File: src/shared/hippi_stats_pkg.sv
// constants, register map and types for the link statistics block
package hippi_stats_pkg;

  // ----------------------------------------------------------------
  // widths
  // ----------------------------------------------------------------
  localparam int CNT_W   = 32;
  localparam int ADDR_W  = 8;
  localparam int DATA_W  = 32;
  localparam int NUM_CNT = 14;
  localparam int IDX_W   = 4;
  localparam int CRED_W  = 8;
  localparam int WCNT_W  = 9;

  // ----------------------------------------------------------------
  // counter indices, counter i sits at byte address 4*i
  // ----------------------------------------------------------------
  localparam int CNT_SRC_TIMEOUT  = 0;
  localparam int CNT_SRC_RDROP    = 1;
  localparam int CNT_SRC_PARITY   = 2;
  localparam int CNT_BAD_ULP      = 3;
  localparam int CNT_LE_DROP      = 4;
  localparam int CNT_LLRC_DROP    = 5;
  localparam int CNT_PARITY_DROP  = 6;
  localparam int CNT_FRAME_STATE  = 7;
  localparam int CNT_FLAG_LOST    = 8;
  localparam int CNT_ILL_BURST    = 9;
  localparam int CNT_PKT_ABORT    = 10;
  localparam int CNT_NULL_CONN    = 11;
  localparam int CNT_READY_ERR    = 12;
  localparam int CNT_BAD_START    = 13;

  // ----------------------------------------------------------------
  // register offsets
  // ----------------------------------------------------------------
  localparam logic [ADDR_W-1:0] OFS_CNT_LIMIT = 8'h38;
  localparam logic [ADDR_W-1:0] OFS_SRC_UPPER = 8'h40;
  localparam logic [ADDR_W-1:0] OFS_SRC_LOWER = 8'h44;
  localparam logic [ADDR_W-1:0] OFS_DST_UPPER = 8'h48;
  localparam logic [ADDR_W-1:0] OFS_DST_LOWER = 8'h4c;
  localparam logic [ADDR_W-1:0] OFS_STATUS    = 8'h50;
  localparam logic [ADDR_W-1:0] OFS_CONTROL   = 8'h54;

  // ----------------------------------------------------------------
  // fields
  // ----------------------------------------------------------------
  localparam int ST_LINK_OP   = 16;
  localparam int ST_FLAG_SYNC = 17;
  localparam int ST_FRAME_BIT = 18;
  localparam int ST_OPTICAL   = 19;
  localparam int CTL_ENABLE   = 0;
  localparam int CTL_CLEAR    = 1;
  localparam logic CTL_ENABLE_RST = 1'b1;

  // ----------------------------------------------------------------
  // link figures
  // ----------------------------------------------------------------
  localparam logic [WCNT_W-1:0] BURST_MAX_WORDS = 9'h100;
  localparam int WORD_BYTES            = 4;
  localparam int FIRST_BURST_MIN_BYTES = 12;
  localparam logic [WCNT_W-1:0] FIRST_BURST_MIN_WORDS =
    WCNT_W'((FIRST_BURST_MIN_BYTES + WORD_BYTES - 1) / WORD_BYTES);
  localparam logic [2*CNT_W-1:0] BYTES_PER_WORD = 64'h4;

  // receive side connection state, gray along idle-open-packet-burst
  typedef enum logic [1:0] {
    CONN_IDLE = 2'b00,
    CONN_OPEN = 2'b01,
    IN_PACKET = 2'b11,
    IN_BURST  = 2'b10
  } conn_state_e;

endpackage : hippi_stats_pkg

File: src/shared/stats_if.sv
// bundle between the statistics top and its counter bank
`timescale 1ns/1ps
interface stats_if;
  logic [hippi_stats_pkg::NUM_CNT-1:0] event_hit;
  logic                                count_enable;
  logic                                clear_all;
  logic [hippi_stats_pkg::IDX_W-1:0]   read_index;
  logic [hippi_stats_pkg::CNT_W-1:0]   read_count;

  modport bank (
    input  event_hit,
    input  count_enable,
    input  clear_all,
    input  read_index,
    output read_count
  );
  modport user (
    output event_hit,
    output count_enable,
    output clear_all,
    output read_index,
    input  read_count
  );
endinterface : stats_if

File: src/core/counter_bank.sv
// bank of wrapping 32-bit event counters with indexed read
`timescale 1ns/1ps
module counter_bank (
  // clock and reset
  input  wire logic clock,
  input  wire logic reset_n,
  // counters
  stats_if.bank     port
);

  logic [hippi_stats_pkg::CNT_W-1:0] cnt_reg [hippi_stats_pkg::NUM_CNT];

  // ----------------------------------------------------------------
  // counters
  // ----------------------------------------------------------------
  for (genvar i = 0; i < hippi_stats_pkg::NUM_CNT; i++) begin : g_cnt
    logic                              bump;
    logic [hippi_stats_pkg::CNT_W-1:0] cnt_next;
    assign bump = port.event_hit[i] & port.count_enable;
    // an event in the clearing cycle survives as a count of one
    assign cnt_next = port.clear_all ?
                      hippi_stats_pkg::CNT_W'(bump) :
                      cnt_reg[i] + hippi_stats_pkg::CNT_W'(bump);
    always_ff @(posedge clock) begin
      if (!reset_n) begin
        cnt_reg[i] <= '0;
      end else begin
        cnt_reg[i] <= cnt_next;
      end
    end
  end

  // plain mux, reading never disturbs a counter
  assign port.read_count =
    (port.read_index < hippi_stats_pkg::IDX_W'(hippi_stats_pkg::NUM_CNT)) ?
    cnt_reg[port.read_index] : '0;

endmodule : counter_bank

File: src/core/hippi_serial_link_error_counters.sv
// link statistics: source and destination error and byte counters
// ----------------------------------------------------------------
// Behaviour
// - count source connection attempts that timed out
// - count source connections dropped by remote
// - count local source parity faults sent out
// - sent byte total kept as two words
// - received byte total kept as two words
// - discard and count unknown protocol packets
// - drop and count connections on LLRC failure
// - drop and count connections on parity error
// - count framing errors and illegal handshake transitions
// - count flag sync losses during packet
// - count packets holding an illegal burst size
// - abort and count packets on sync loss
// - count connections closed without any packet
// - count bursts arriving without an issued ready
// - count packets started badly or too short
// - status shows alternating flag lock
// - status shows framing bit lock
// - status shows optical signal presence
// ----------------------------------------------------------------
//
// The plain strobed port and the register offsets were left to the implementer.
`timescale 1ns/1ps
module hippi_serial_link_error_counters (
  // clock and reset
  input  wire logic        clock,
  input  wire logic        reset_n,
  // register port
  input  wire logic [7:0]  reg_addr,
  input  wire logic [31:0] reg_wdata,
  input  wire logic        reg_write,
  input  wire logic        reg_read,
  output logic      [31:0] reg_rdata,
  // source side events
  input  wire logic        src_connect_timeout,
  input  wire logic        src_remote_drop,
  input  wire logic        src_parity_fault,
  input  wire logic        src_word_sent,
  // destination handshake levels and datapath events
  input  wire logic        dst_request,
  input  wire logic        dst_packet,
  input  wire logic        dst_burst,
  input  wire logic        dst_ready_sent,
  input  wire logic        dst_word_valid,
  input  wire logic        dst_ulp_unknown,
  input  wire logic        dst_le_drop,
  input  wire logic        dst_llrc_fail,
  input  wire logic        dst_parity_fail,
  input  wire logic        dst_framing_error,
  // receiver lock pins
  input  wire logic        flag_locked_pin,
  input  wire logic        framing_bit_locked_pin,
  input  wire logic        link_operational_pin,
  input  wire logic        optical_signal_present_pin,
  // actions towards the receive path
  output logic             dst_discard_packet,
  output logic             dst_drop_connection,
  output logic             dst_abort_packet
);

  // ----------------------------------------------------------------
  // pin synchronisers
  // ----------------------------------------------------------------
  logic [3:0] lock_sync;
  logic [2:0] lock_q_reg;
  logic       flag_locked;
  logic       framing_bit_locked;
  logic       link_operational;
  logic       optical_signal_present;

  level_sync #(.WIDTH(4)) u_sync (
    .clock    (clock),
    .reset_n  (reset_n),
    .async_in ({optical_signal_present_pin, link_operational_pin,
                framing_bit_locked_pin, flag_locked_pin}),
    .sync_out (lock_sync)
  );

  assign flag_locked            = lock_sync[0];
  assign framing_bit_locked     = lock_sync[1];
  assign link_operational       = lock_sync[2];
  assign optical_signal_present = lock_sync[3];

  // ----------------------------------------------------------------
  // handshake edges and connection state
  // ----------------------------------------------------------------
  logic request_q_reg;
  logic packet_q_reg;
  logic burst_q_reg;
  logic req_rise;
  logic req_fall;
  logic pkt_rise;
  logic pkt_fall;
  logic burst_rise;
  logic burst_fall;
  hippi_stats_pkg::conn_state_e state_reg;
  hippi_stats_pkg::conn_state_e state_next;

  assign req_rise   = dst_request & ~request_q_reg;
  assign req_fall   = ~dst_request & request_q_reg;
  assign pkt_rise   = dst_packet & ~packet_q_reg;
  assign pkt_fall   = ~dst_packet & packet_q_reg;
  assign burst_rise = dst_burst & ~burst_q_reg;
  assign burst_fall = ~dst_burst & burst_q_reg;

  always_comb begin
    case (state_reg)
      hippi_stats_pkg::CONN_IDLE:
        state_next = dst_request ? hippi_stats_pkg::CONN_OPEN
                                 : hippi_stats_pkg::CONN_IDLE;
      hippi_stats_pkg::CONN_OPEN:
        state_next = !dst_request ? hippi_stats_pkg::CONN_IDLE :
                     dst_packet   ? hippi_stats_pkg::IN_PACKET :
                                    hippi_stats_pkg::CONN_OPEN;
      hippi_stats_pkg::IN_PACKET:
        state_next = !dst_request ? hippi_stats_pkg::CONN_IDLE :
                     !dst_packet  ? hippi_stats_pkg::CONN_OPEN :
                     dst_burst    ? hippi_stats_pkg::IN_BURST  :
                                    hippi_stats_pkg::IN_PACKET;
      hippi_stats_pkg::IN_BURST:
        state_next = !dst_request ? hippi_stats_pkg::CONN_IDLE :
                     !dst_packet  ? hippi_stats_pkg::CONN_OPEN :
                     !dst_burst   ? hippi_stats_pkg::IN_PACKET :
                                    hippi_stats_pkg::IN_BURST;
      default:
        state_next = hippi_stats_pkg::CONN_IDLE;
    endcase
  end

  always_ff @(posedge clock) begin
    if (!reset_n) begin
      state_reg     <= hippi_stats_pkg::CONN_IDLE;
      request_q_reg <= 1'b0;
      packet_q_reg  <= 1'b0;
      burst_q_reg   <= 1'b0;
      lock_q_reg    <= 3'h0;
    end else begin
      state_reg     <= state_next;
      request_q_reg <= dst_request;
      packet_q_reg  <= dst_packet;
      burst_q_reg   <= dst_burst;
      lock_q_reg    <= lock_sync[2:0];
    end
  end

  // ----------------------------------------------------------------
  // destination error detection
  // ----------------------------------------------------------------
  logic frame_state_hit;
  logic flag_lost_hit;
  logic sync_lost;
  logic abort_hit;
  logic null_conn_hit;
  logic ready_err_hit;
  logic bad_start_hit;
  logic ill_burst_hit;
  logic burst_short;
  logic burst_overrun;
  logic [hippi_stats_pkg::CRED_W-1:0] credit_reg;
  logic [hippi_stats_pkg::CRED_W-1:0] credit_next;
  logic [hippi_stats_pkg::WCNT_W-1:0] words_reg;
  logic [hippi_stats_pkg::WCNT_W-1:0] words_next;
  logic pkt_seen_reg;
  logic burst_seen_reg;
  logic first_ok_reg;
  logic short_mid_reg;
  logic illegal_reg;
  logic aborted_reg;

  // framing errors only matter inside a packet
  assign frame_state_hit = (dst_framing_error & dst_packet)
                         | (pkt_rise & ~dst_request)
                         | (burst_rise & ~dst_request)
                         | (burst_rise & dst_request & ~dst_packet)
                         | (req_rise & burst_q_reg)
                         | (req_fall & burst_q_reg);
  assign flag_lost_hit = dst_packet & lock_q_reg[0] & ~flag_locked;
  assign sync_lost = dst_packet & (|(lock_q_reg[2:0] & ~lock_sync[2:0]));
  assign abort_hit = sync_lost & ~aborted_reg;
  assign null_conn_hit = req_fall & ~pkt_seen_reg & ~pkt_rise;

  // credits: one per ready issued, one spent per burst
  assign ready_err_hit = burst_rise & (credit_reg == '0);
  assign credit_next = credit_reg
                     + hippi_stats_pkg::CRED_W'(dst_ready_sent)
                     - hippi_stats_pkg::CRED_W'(burst_rise & ~ready_err_hit);

  // words of the current burst
  assign words_next = burst_rise ? '0 :
                      (dst_burst & dst_word_valid) ? words_reg + 9'h001
                                                   : words_reg;
  assign burst_overrun = dst_burst & dst_word_valid &
                         (words_reg == hippi_stats_pkg::BURST_MAX_WORDS);
  assign burst_short = burst_fall &
                       (words_reg != hippi_stats_pkg::BURST_MAX_WORDS);
  // a short burst is legal only first or last in its packet
  assign ill_burst_hit = pkt_fall &
                         (illegal_reg | burst_overrun |
                          (short_mid_reg & burst_rise));
  assign bad_start_hit = pkt_fall &
                         (~burst_seen_reg | ~first_ok_reg);

  always_ff @(posedge clock) begin
    if (!reset_n) begin
      credit_reg     <= '0;
      words_reg      <= '0;
      pkt_seen_reg   <= 1'b0;
      burst_seen_reg <= 1'b0;
      first_ok_reg   <= 1'b0;
      short_mid_reg  <= 1'b0;
      illegal_reg    <= 1'b0;
      aborted_reg    <= 1'b0;
    end else begin
      credit_reg <= req_fall ? '0 : credit_next;
      words_reg  <= words_next;
      // a packet raised with its request still marks the connection
      if (pkt_rise) begin
        pkt_seen_reg <= 1'b1;
      end else if (req_rise) begin
        pkt_seen_reg <= 1'b0;
      end
      if (pkt_rise) begin
        burst_seen_reg <= 1'b0;
        first_ok_reg   <= 1'b0;
        short_mid_reg  <= 1'b0;
        illegal_reg    <= 1'b0;
        // a loss on the opening edge already aborts the new packet
        aborted_reg    <= sync_lost;
      end else begin
        if (burst_fall) begin
          burst_seen_reg <= 1'b1;
        end
        if (dst_burst & dst_word_valid & ~burst_seen_reg &
            (words_next >= hippi_stats_pkg::FIRST_BURST_MIN_WORDS)) begin
          first_ok_reg <= 1'b1;
        end
        if (burst_short & burst_seen_reg) begin
          short_mid_reg <= 1'b1;
        end
        if (burst_overrun | (short_mid_reg & burst_rise)) begin
          illegal_reg <= 1'b1;
        end
        if (sync_lost) begin
          aborted_reg <= 1'b1;
        end
      end
    end
  end

  // ----------------------------------------------------------------
  // byte totals
  // ----------------------------------------------------------------
  logic [63:0] src_bytes_reg;
  logic [63:0] dst_bytes_reg;
  logic [31:0] src_upper_hold_reg;
  logic [31:0] dst_upper_hold_reg;
  logic        count_enable_reg;
  logic        clear_all_reg;

  // one 64-bit add, so the carry lands in both words at once
  always_ff @(posedge clock) begin
    if (!reset_n) begin
      src_bytes_reg <= '0;
      dst_bytes_reg <= '0;
    end else begin
      if (clear_all_reg) begin
        // a word in the clearing cycle still counts, as in the bank
        src_bytes_reg <= (count_enable_reg & src_word_sent) ?
                         hippi_stats_pkg::BYTES_PER_WORD : '0;
        dst_bytes_reg <= (count_enable_reg & dst_word_valid) ?
                         hippi_stats_pkg::BYTES_PER_WORD : '0;
      end else if (count_enable_reg) begin
        if (src_word_sent) begin
          src_bytes_reg <= src_bytes_reg
                         + hippi_stats_pkg::BYTES_PER_WORD;
        end
        if (dst_word_valid) begin
          dst_bytes_reg <= dst_bytes_reg
                         + hippi_stats_pkg::BYTES_PER_WORD;
        end
      end
    end
  end

  // ----------------------------------------------------------------
  // counter bank
  // ----------------------------------------------------------------
  stats_if cnt_port ();

  assign cnt_port.count_enable = count_enable_reg;
  assign cnt_port.clear_all    = clear_all_reg;
  assign cnt_port.read_index   = reg_addr[5:2];
  assign cnt_port.event_hit = {
    bad_start_hit,
    ready_err_hit,
    null_conn_hit,
    abort_hit,
    ill_burst_hit,
    flag_lost_hit,
    frame_state_hit,
    dst_parity_fail & dst_request,
    dst_llrc_fail & dst_request,
    dst_le_drop,
    dst_ulp_unknown,
    src_parity_fault,
    src_remote_drop,
    src_connect_timeout
  };

  counter_bank u_bank (
    .clock   (clock),
    .reset_n (reset_n),
    .port    (cnt_port.bank)
  );

  // ----------------------------------------------------------------
  // register port
  // ----------------------------------------------------------------
  logic        hit_cnt;
  logic        hit_src_upper;
  logic        hit_src_lower;
  logic        hit_dst_upper;
  logic        hit_dst_lower;
  logic        hit_status;
  logic        hit_control;
  logic [31:0] status_word;
  logic [31:0] control_word;
  logic [31:0] rdata_next;

  assign hit_cnt       = (reg_addr < hippi_stats_pkg::OFS_CNT_LIMIT)
                       & (reg_addr[1:0] == 2'h0);
  assign hit_src_upper = reg_addr == hippi_stats_pkg::OFS_SRC_UPPER;
  assign hit_src_lower = reg_addr == hippi_stats_pkg::OFS_SRC_LOWER;
  assign hit_dst_upper = reg_addr == hippi_stats_pkg::OFS_DST_UPPER;
  assign hit_dst_lower = reg_addr == hippi_stats_pkg::OFS_DST_LOWER;
  assign hit_status    = reg_addr == hippi_stats_pkg::OFS_STATUS;
  assign hit_control   = reg_addr == hippi_stats_pkg::OFS_CONTROL;

  always_comb begin
    status_word = 32'h0;
    status_word[hippi_stats_pkg::ST_LINK_OP]   = link_operational;
    status_word[hippi_stats_pkg::ST_FLAG_SYNC] = flag_locked;
    status_word[hippi_stats_pkg::ST_FRAME_BIT] = framing_bit_locked;
    status_word[hippi_stats_pkg::ST_OPTICAL]   =
      optical_signal_present;
    control_word = 32'h0;
    control_word[hippi_stats_pkg::CTL_ENABLE] = count_enable_reg;
  end

  always_comb begin
    if (hit_cnt) begin
      rdata_next = cnt_port.read_count;
    end else if (hit_src_upper) begin
      rdata_next = src_upper_hold_reg;
    end else if (hit_src_lower) begin
      rdata_next = src_bytes_reg[31:0];
    end else if (hit_dst_upper) begin
      rdata_next = dst_upper_hold_reg;
    end else if (hit_dst_lower) begin
      rdata_next = dst_bytes_reg[31:0];
    end else if (hit_status) begin
      rdata_next = status_word;
    end else if (hit_control) begin
      rdata_next = control_word;
    end else begin
      rdata_next = 32'h0;
    end
  end

  // reading a lower word freezes its upper word for the next read
  always_ff @(posedge clock) begin
    if (!reset_n) begin
      reg_rdata          <= 32'h0;
      src_upper_hold_reg <= 32'h0;
      dst_upper_hold_reg <= 32'h0;
      count_enable_reg   <= hippi_stats_pkg::CTL_ENABLE_RST;
      clear_all_reg      <= 1'b0;
    end else begin
      reg_rdata     <= reg_read ? rdata_next : 32'h0;
      clear_all_reg <= reg_write & hit_control &
                       reg_wdata[hippi_stats_pkg::CTL_CLEAR];
      if (reg_write & hit_control) begin
        count_enable_reg <= reg_wdata[hippi_stats_pkg::CTL_ENABLE];
      end
      if (reg_read & hit_src_lower) begin
        src_upper_hold_reg <= src_bytes_reg[63:32];
      end
      if (reg_read & hit_dst_lower) begin
        dst_upper_hold_reg <= dst_bytes_reg[63:32];
      end
    end
  end

  // ----------------------------------------------------------------
  // receive path actions
  // ----------------------------------------------------------------
  always_ff @(posedge clock) begin
    if (!reset_n) begin
      dst_discard_packet  <= 1'b0;
      dst_drop_connection <= 1'b0;
      dst_abort_packet    <= 1'b0;
    end else begin
      dst_discard_packet  <= dst_ulp_unknown;
      dst_drop_connection <= dst_request &
                             (dst_llrc_fail | dst_parity_fail);
      dst_abort_packet    <= abort_hit;
    end
  end

endmodule : hippi_serial_link_error_counters

File: src/core/level_sync.sv
// two flip-flop synchroniser for a group of pin levels
`timescale 1ns/1ps
module level_sync #(
  parameter int WIDTH = 4
) (
  // clock and reset
  input  wire logic             clock,
  input  wire logic             reset_n,
  // levels
  input  wire logic [WIDTH-1:0] async_in,
  output logic      [WIDTH-1:0] sync_out
);

  logic [WIDTH-1:0] meta_reg;

  // first stage feeds only the second stage
  always_ff @(posedge clock) begin
    if (!reset_n) begin
      meta_reg <= '0;
      sync_out <= '0;
    end else begin
      meta_reg <= async_in;
      sync_out <= meta_reg;
    end
  end

endmodule : level_sync

File: config.mk
export PLATFORM = sky130hd
export DESIGN_NAME = hippi_serial_link_error_counters
export DESIGN_NICKNAME = d
export VERILOG_FILES = /design/src/shared/hippi_stats_pkg.sv /design/src/shared/stats_if.sv /design/src/core/counter_bank.sv /design/src/core/hippi_serial_link_error_counters.sv /design/src/core/level_sync.sv
export SDC_FILE = /design/constraint.sdc
export NUM_CORES = 2
export LEC_CHECK = 0
export ABC_AREA = 1
export BUFFER_PORTS_ARGS = -buffer_cell sky130_fd_sc_hd__buf_2
export CORE_MARGIN = 2
export CORE_UTILIZATION = 60
export DETAILED_ROUTE_END_ITERATION = 8
export GPL_ROUTABILITY_DRIVEN = 0
export PLACE_DENSITY = 0.77
export SLEW_MARGIN = 20
export SYNTH_ARGS = -nofsm -noshare
export SYNTH_HDL_FRONTEND = slang
export SYNTH_SLANG_ARGS = --single-unit
File: constraint.sdc
create_clock -name clock -period 6.3 [get_ports clock]
set_clock_uncertainty 0.2 [all_clocks]
set_input_delay 0.945 -clock clock [delete_from_list [all_inputs] [get_ports clock]]
set_output_delay 0.945 -clock clock [all_outputs]
set_load 0.01 [all_outputs]
# Yosys cells after proc, flatten, opt, wreduce, memory -nomap -nowiden
# Memory sizes are Yosys's and may differ from the RTL's.
# Cells that the tools add are included.
[totals] ff_bits=266 latchBits=0 mem_bits_rw=448 romBits=0 inputBits=62 output_inout_bits=35 wordCells=214 mem_count=1
[memory_table] name="u_bank.cnt_reg" depth=14 word_bits=32 rd=15 rd_ports_with_merged_regs=0 write_ports=14 line="counter_bank.sv:11" source="logic [hippi_stats_pkg::CNT_W-1:0] cnt_reg [hippi_stats_pkg::NUM_CNT];"
[classes] n_addsub=19 mul=0 div_mod_pow=0 order_cmp=3 eq_ne=8 n_shift=0 mux=52 n_bitwise=94 reduce_logical=13
[ops] op="2-to-1 mux 32 bit" count=34
[ops] op="adder 32 x 1 -> 32 bit" count=14
[ops] op="2-to-1 mux 64 bit" count=6
[ops] op="adder 64 x 3 -> 64 bit (second input constant)" count=2
[ops] op="AND 1 bit" count=53
[ops] op="equality test 8 x 7 -> 1 bit (second input constant)" count=6
[ops] op="bitwise OR 1 bit" count=24
[ops] op="2-to-1 mux 20 bit" count=1
[ops] op="2-to-1 mux 9 bit" count=2
[ops] op="inverter 1 bit" count=13
[ops] op="nonzero test 2 bit" count=5
[ops] op="adder 9 x 1 -> 9 bit (second input constant)" count=1
[ops] op="equality test 9 bit (second input constant)" count=1
[ops] op="greater-or-equal comparator 9 x 2 -> 1 bit (second input constant)" count=1
[ops] op="!= test 9 bit (second input constant)" count=1
[ops] op="adder 8 x 1 -> 8 bit" count=1
[ops] op="AND 1 x 8 -> 8 bit" count=1
[ops] op="logical NOT 8 bit" count=1
[ops] op="less-than comparator 8 x 6 -> 1 bit (second input constant)" count=1
[ops] op="inverter 1 -> 8 bit" count=1
[ops] op="subtractor 8 bit" count=1
[ops] op="2-to-1 mux 1 bit" count=7
[ops] op="2-to-1 mux 3 bit" count=2
[ops] op="AND reduction 2 bit" count=3
[ops] op="other kinds (6)" count=7

# Longest topological paths before layout
[logic_depth] depth_word=12 mapped_depth=20 depth_no_buf=20

# Modules after synthesis
# From an unflattened synthesis, not the netlist that was laid out.
[unflattened] hier_cells=6852 hier_area_um2=41462.3
[modules_own_cells] mod="counter_bank" n_inst=1 cells_per_inst=4886 area_each_um2=28467.3 seq_area_each_um2=8968.6
[modules_own_cells] mod="hippi_serial_link_error_counters" n_inst=1 cells_per_inst=1941 area_each_um2=12769.7 seq_area_each_um2=5084.9
[modules_own_cells] mod="level_sync" n_inst=1 cells_per_inst=25 area_each_um2=225.2 seq_area_each_um2=160.2

# Worst setup path before layout
# No wires, ideal clock.
[synth_path] kind="input port to flip-flop" start="in dst_burst" end="mem u_bank.cnt_reg[12][18] (netlist bit)" setup_time_ns=0.064 arrival_ns=3.194 required_time_ns=6.036 slack_ns=2.842 stages=15 path_buffers=2 path_cell_list="buf_2 -> nand2_1 -> clkbuf_1 -> nor4_1 -> ha_1 -> ha_1 -> nand2_1 -> nor2_1 -> nand2_1 -> nor2_2 -> nand3_1 -> nor3_1 -> xor2_1 -> inv_1 -> nor2_1"
[synth_lines] item="start, declared" line="hippi_serial_link_error_counters.sv:44" source="input wire logic dst_burst,"
[synth_lines] item="end, declared" line="counter_bank.sv:11"

# Worst setup path after layout
[layout_path] start="in reg_addr[2]" end="reg reg_rdata[19]"
[layout_via] elab_chain_cells=7 word_cells_on_any_way=16 cone_classes="order compare: 2; eq/ne: 5; mux: 7; bitwise: 1; memory: 1"
[layout_rtl] item="start, declared" line="hippi_serial_link_error_counters.sv:31" source="input wire logic [7:0] reg_addr,"
[layout_rtl] item="equality test 8 x 7 -> 1 bit" line="hippi_serial_link_error_counters.sv:338" source="assign hit_status = reg_addr == hippi_stats_pkg::OFS_STATUS;"
[layout_rtl] item="2-to-1 mux 20 bit" line="hippi_serial_link_error_counters.sv:363" source="end else if (hit_status) begin"
[layout_rtl] item="2-to-1 mux 32 bit" line="hippi_serial_link_error_counters.sv:361" source="end else if (hit_dst_lower) begin"
[layout_rtl] item="2-to-1 mux 32 bit" line="hippi_serial_link_error_counters.sv:359" source="end else if (hit_dst_upper) begin"
[layout_rtl] item="2-to-1 mux 32 bit" line="hippi_serial_link_error_counters.sv:357" source="end else if (hit_src_lower) begin"
[layout_rtl] item="2-to-1 mux 32 bit" line="hippi_serial_link_error_counters.sv:355" source="end else if (hit_src_upper) begin"
[layout_rtl] item="2-to-1 mux 32 bit *" line="hippi_serial_link_error_counters.sv:353" source="if (hit_cnt) begin"
[layout_rtl] item="end signal, assigned" line="hippi_serial_link_error_counters.sv:381" source="reg_rdata <= reg_read ? rdata_next : 32'h0;"
[layout_rtl] item="end, declared" line="hippi_serial_link_error_counters.sv:35" source="output logic [31:0] reg_rdata,"
# Mark *: on every way between the ends. The rest lies on a longest branch, timed or not.
# A chain may end at the register's enable or synchronous reset.

==> impl_metrics.csv <==
group,metric,value,unit
worst_setup_path,reg2reg_slack,2.54,ns
global_routing,antenna_found_initial,1,
floorplanning,start_util,60.8,%
worst_setup_path,timing.rr.start,"words_reg[1]$_SDFF_PN0_",
logic_synthesis,synth-edff-count,0,
power_and_ir_drop,clkPwrFrac,48.4,%
worst_setup_path,end_kind,"register",
route,remaining_drc_errors,0,
floorplanning,rows,92,
cells_and_area,mostFrequentLayoutCell,"nand2_1",
route,drt_iter0_drc,5106,
timing,setup_viol,0,
worst_setup_path,worstPathRequired,6.61,ns
cells_and_area,nFillCells,5818,
logic_synthesis,syn_inst,5908,
logic_synthesis,synth-async-reset-ratio,0,%
worst_setup_path,startpoint_type,"input port",
floorplanning,die_area,66000,sq um
cells_and_area,multi_input_area,20400,sq um
logic_synthesis,ys_ff_latch,710,
cells_and_area,regArea,14200,sq um
timing,post-route-period-util,59.9,%
cells_and_area,largest_reg_flops,448,
cts,cts_tree,"yes",
cts,cts.hold.buffers_added,0,
logic_synthesis,ys_seq_area_share,37.0,%
timing,fin_crit,3.78,ns
route,drt-vias-per-instance,5.88,
floorplanning,io_pins,97,
timing,hold-worst-slack,0.196,ns
timing,worst_pin_slew,1.04,ns
cells_and_area,drive_gt1_share,6.45,%
timing,rsz0062_at_grt,"no",
power_and_ir_drop,comb_power_share,6.1,%
placement,dp_hpwl,91.6,mm
global_routing,grt_pass1_wl,192,mm
worst_setup_path,r2r_end,"u_bank.cnt_reg[9][30]$_SDFF_PP0_",
worst_setup_path,path_class,"input port to register",
logic_synthesis,syn_area_per_cell,6.50,sq um
power_and_ir_drop,intPower,0.00758,W
power_and_ir_drop,sequentialPowerShare,45.5,%
power_and_ir_drop,p_sw_share,24.4,%
worst_setup_path,reg2reg_depth,19,
cells_and_area,syn_to_final_growth,9.38,%
worst_hold_path,hold_class,"register to register",
cts,clk_pin_slew,0.06,ns
route,num_vias,40086,
floorplanning,fp.dieW,257,um
floorplanning,die_h,257,um
cts,cts-resized-gates,0,
cts,htreeDepth,3,
cells_and_area,final_util,66.5,%
cells_and_area,final_cell_mix,"1329 x nand2_1, 809 x inv_1, 710 x dfxtp_1",
route,dr.pass1.iters,6,
cts,postCtsSetupRepairBufs,0,
route,final_antenna_net_count,0,
global_routing,grt_pass1_vias,35885,
cells_and_area,layout.nets,6011,
global_routing,globalRouteOverflowTotal,0,
cts,cts_buffers,79,
worst_setup_path,crit_fanout,52,
timing,finalSetupTns,0,ns
cts,clock-root-buffer,"clkbuf_16",
worst_setup_path,endpoint,"reg_rdata[19]$_SDFF_PN0_",
cts,cts_max_path_buffers,3,
timing,hold_viol,0,
cts,insertion_delay,0.65,ns
run_status,status,"complete, no violations",
route,wirelength,124,mm
timing,fmax,265,MHz
cts,cts.sinks,710,
worst_setup_path,cp-startpoint,"reg_addr[2]",
logic_synthesis,synthesis.area,38400,sq um
logic_synthesis,synth_ff_type,"dfxtp_1",
run,cap_violations,0,
power_and_ir_drop,worst_ir_drop_vdd,0.244,mV
timing,drv_slew,0,
worst_setup_path,crit_arrival,4.09,ns
logic_synthesis,synth.distinct_cells,60,
power_and_ir_drop,p_per_area,239,nW/um^2
floorplanning,fp.coreArea,63200,sq um
timing,max_slew_margin,30.5,%
power_and_ir_drop,switchingPower,0.00244,W
logic_synthesis,synth_warnings,0,
placement,port_buffers,66,
logic_synthesis,syn_nets,6014,
global_routing,track_usage,36.5,%
power_and_ir_drop,p_leak,14.7,nW
global_routing,grt_max_degree,204,
route,post_drt_wl_per_cell,18.3,um
worst_hold_path,min_path_cells,2,
[final cells by class]
cell class                 instances  share of cell area [%]
inverter                         834                    7.47
clock inverter                    30                   0.911
antenna                            1                 0.00596
sequential                       710                    33.8
tap                              846                    2.52
timing repair buffer              88                    1.24
clock buffer                     113                    5.53
multi-input combinational       4192                    48.5
[cell families after synthesis]
| family | Yosys count | synth area share (%) |
|---|---|---|
| adder cells (fa/ha/maj) | 44 | 1.45 |
| AND/OR/NAND/NOR | 3015 | 34.9 |
| buffers and inverters | 1006 | 10.0 |
| AO/OA/AOI/OAI | 1085 | 15.6 |
| flip-flops | 710 | 37.0 |
| XOR/XNOR | 48 | 1.09 |
[power by group through the flow]
stage               clock network [W]  registers, W  logic [W]
finish                        0.00486       0.00456   0.000609
global route                  0.00504       0.00457   0.000687
CTS                           0.00488       0.00456   0.000598
detailed placement                  0       0.00466   0.000595
global placement                    0       0.00466   0.000581
floorplan                           0       0.00466   0.000429
[routing by layer]
layer	track usage, %	vias up	routed length (um)
li1	-	19449	-
met1	50.0	18199	52400
met2	54.0	2075	51600
met3	7.98	361	13400
met4	18.3	2	6890
met5	0.292	-	28
[critical path, stage by stage]
cell	delay, ns
buf_2	0.35
nand2_4	0.35
buf_4	0.58
o21ai_0	0.32
o21ai_0	0.65
a21oi_1	0.12
o21ai_0	0.58
nor2_1	0.12
[stage by stage]
step,setup WS [ns],power (W),area (sq um),cells
after floorplan,2.84,0.00508,38400,5908
after global placement,2.06,0.00524,39300,6670
after detailed placement,2.04,0.00526,39300,6670
after CTS,2.64,0.0100,42000,6813
after global routing,2.20,0.0103,42000,6813
final,2.52,0.0100,42000,6814
[worst min path at each step]
stage	start	to	slack, ns
floorplan	u_sync.meta_reg[0]$_SDFF_PN0_	u_sync.sync_out[0]$_SDFF_PN0_	0.19
global placement	u_sync.meta_reg[0]$_SDFF_PN0_	u_sync.sync_out[0]$_SDFF_PN0_	0.20
detailed placement	u_sync.meta_reg[0]$_SDFF_PN0_	u_sync.sync_out[0]$_SDFF_PN0_	0.20
CTS	u_sync.meta_reg[2]$_SDFF_PN0_	u_sync.sync_out[2]$_SDFF_PN0_	0.20
global route	u_sync.meta_reg[0]$_SDFF_PN0_	u_sync.sync_out[0]$_SDFF_PN0_	0.24
finish	u_sync.meta_reg[2]$_SDFF_PN0_	u_sync.sync_out[2]$_SDFF_PN0_	0.20
[synth_stat cells (25+ instances only)]
library cell | instances | share of area, %
or2_2 | 42 | 0.68
o21ai_1 | 46 | 0.60
nor4_1 | 41 | 0.67
nand4_1 | 161 | 2.6
nor3b_1 | 44 | 0.86
nor2_2 | 42 | 0.68
nor2_1 | 702 | 6.9
xor2_1 | 37 | 0.84
ha_1 | 43 | 1.4
o211ai_1 | 31 | 0.61
o21a_1 | 25 | 0.49
nor3_1 | 283 | 3.7
inv_1 | 809 | 7.9
o22ai_1 | 43 | 0.70
o21ai_0 | 374 | 4.9
dfxtp_1 | 710 | 37
a21oi_1 | 447 | 5.8
buf_2 | 37 | 0.48
clkbuf_1 | 126 | 1.2
nand3_1 | 281 | 3.7
nand2_1 | 1330 | 13
Note: power is estimated with default switching activity, not from simulation.
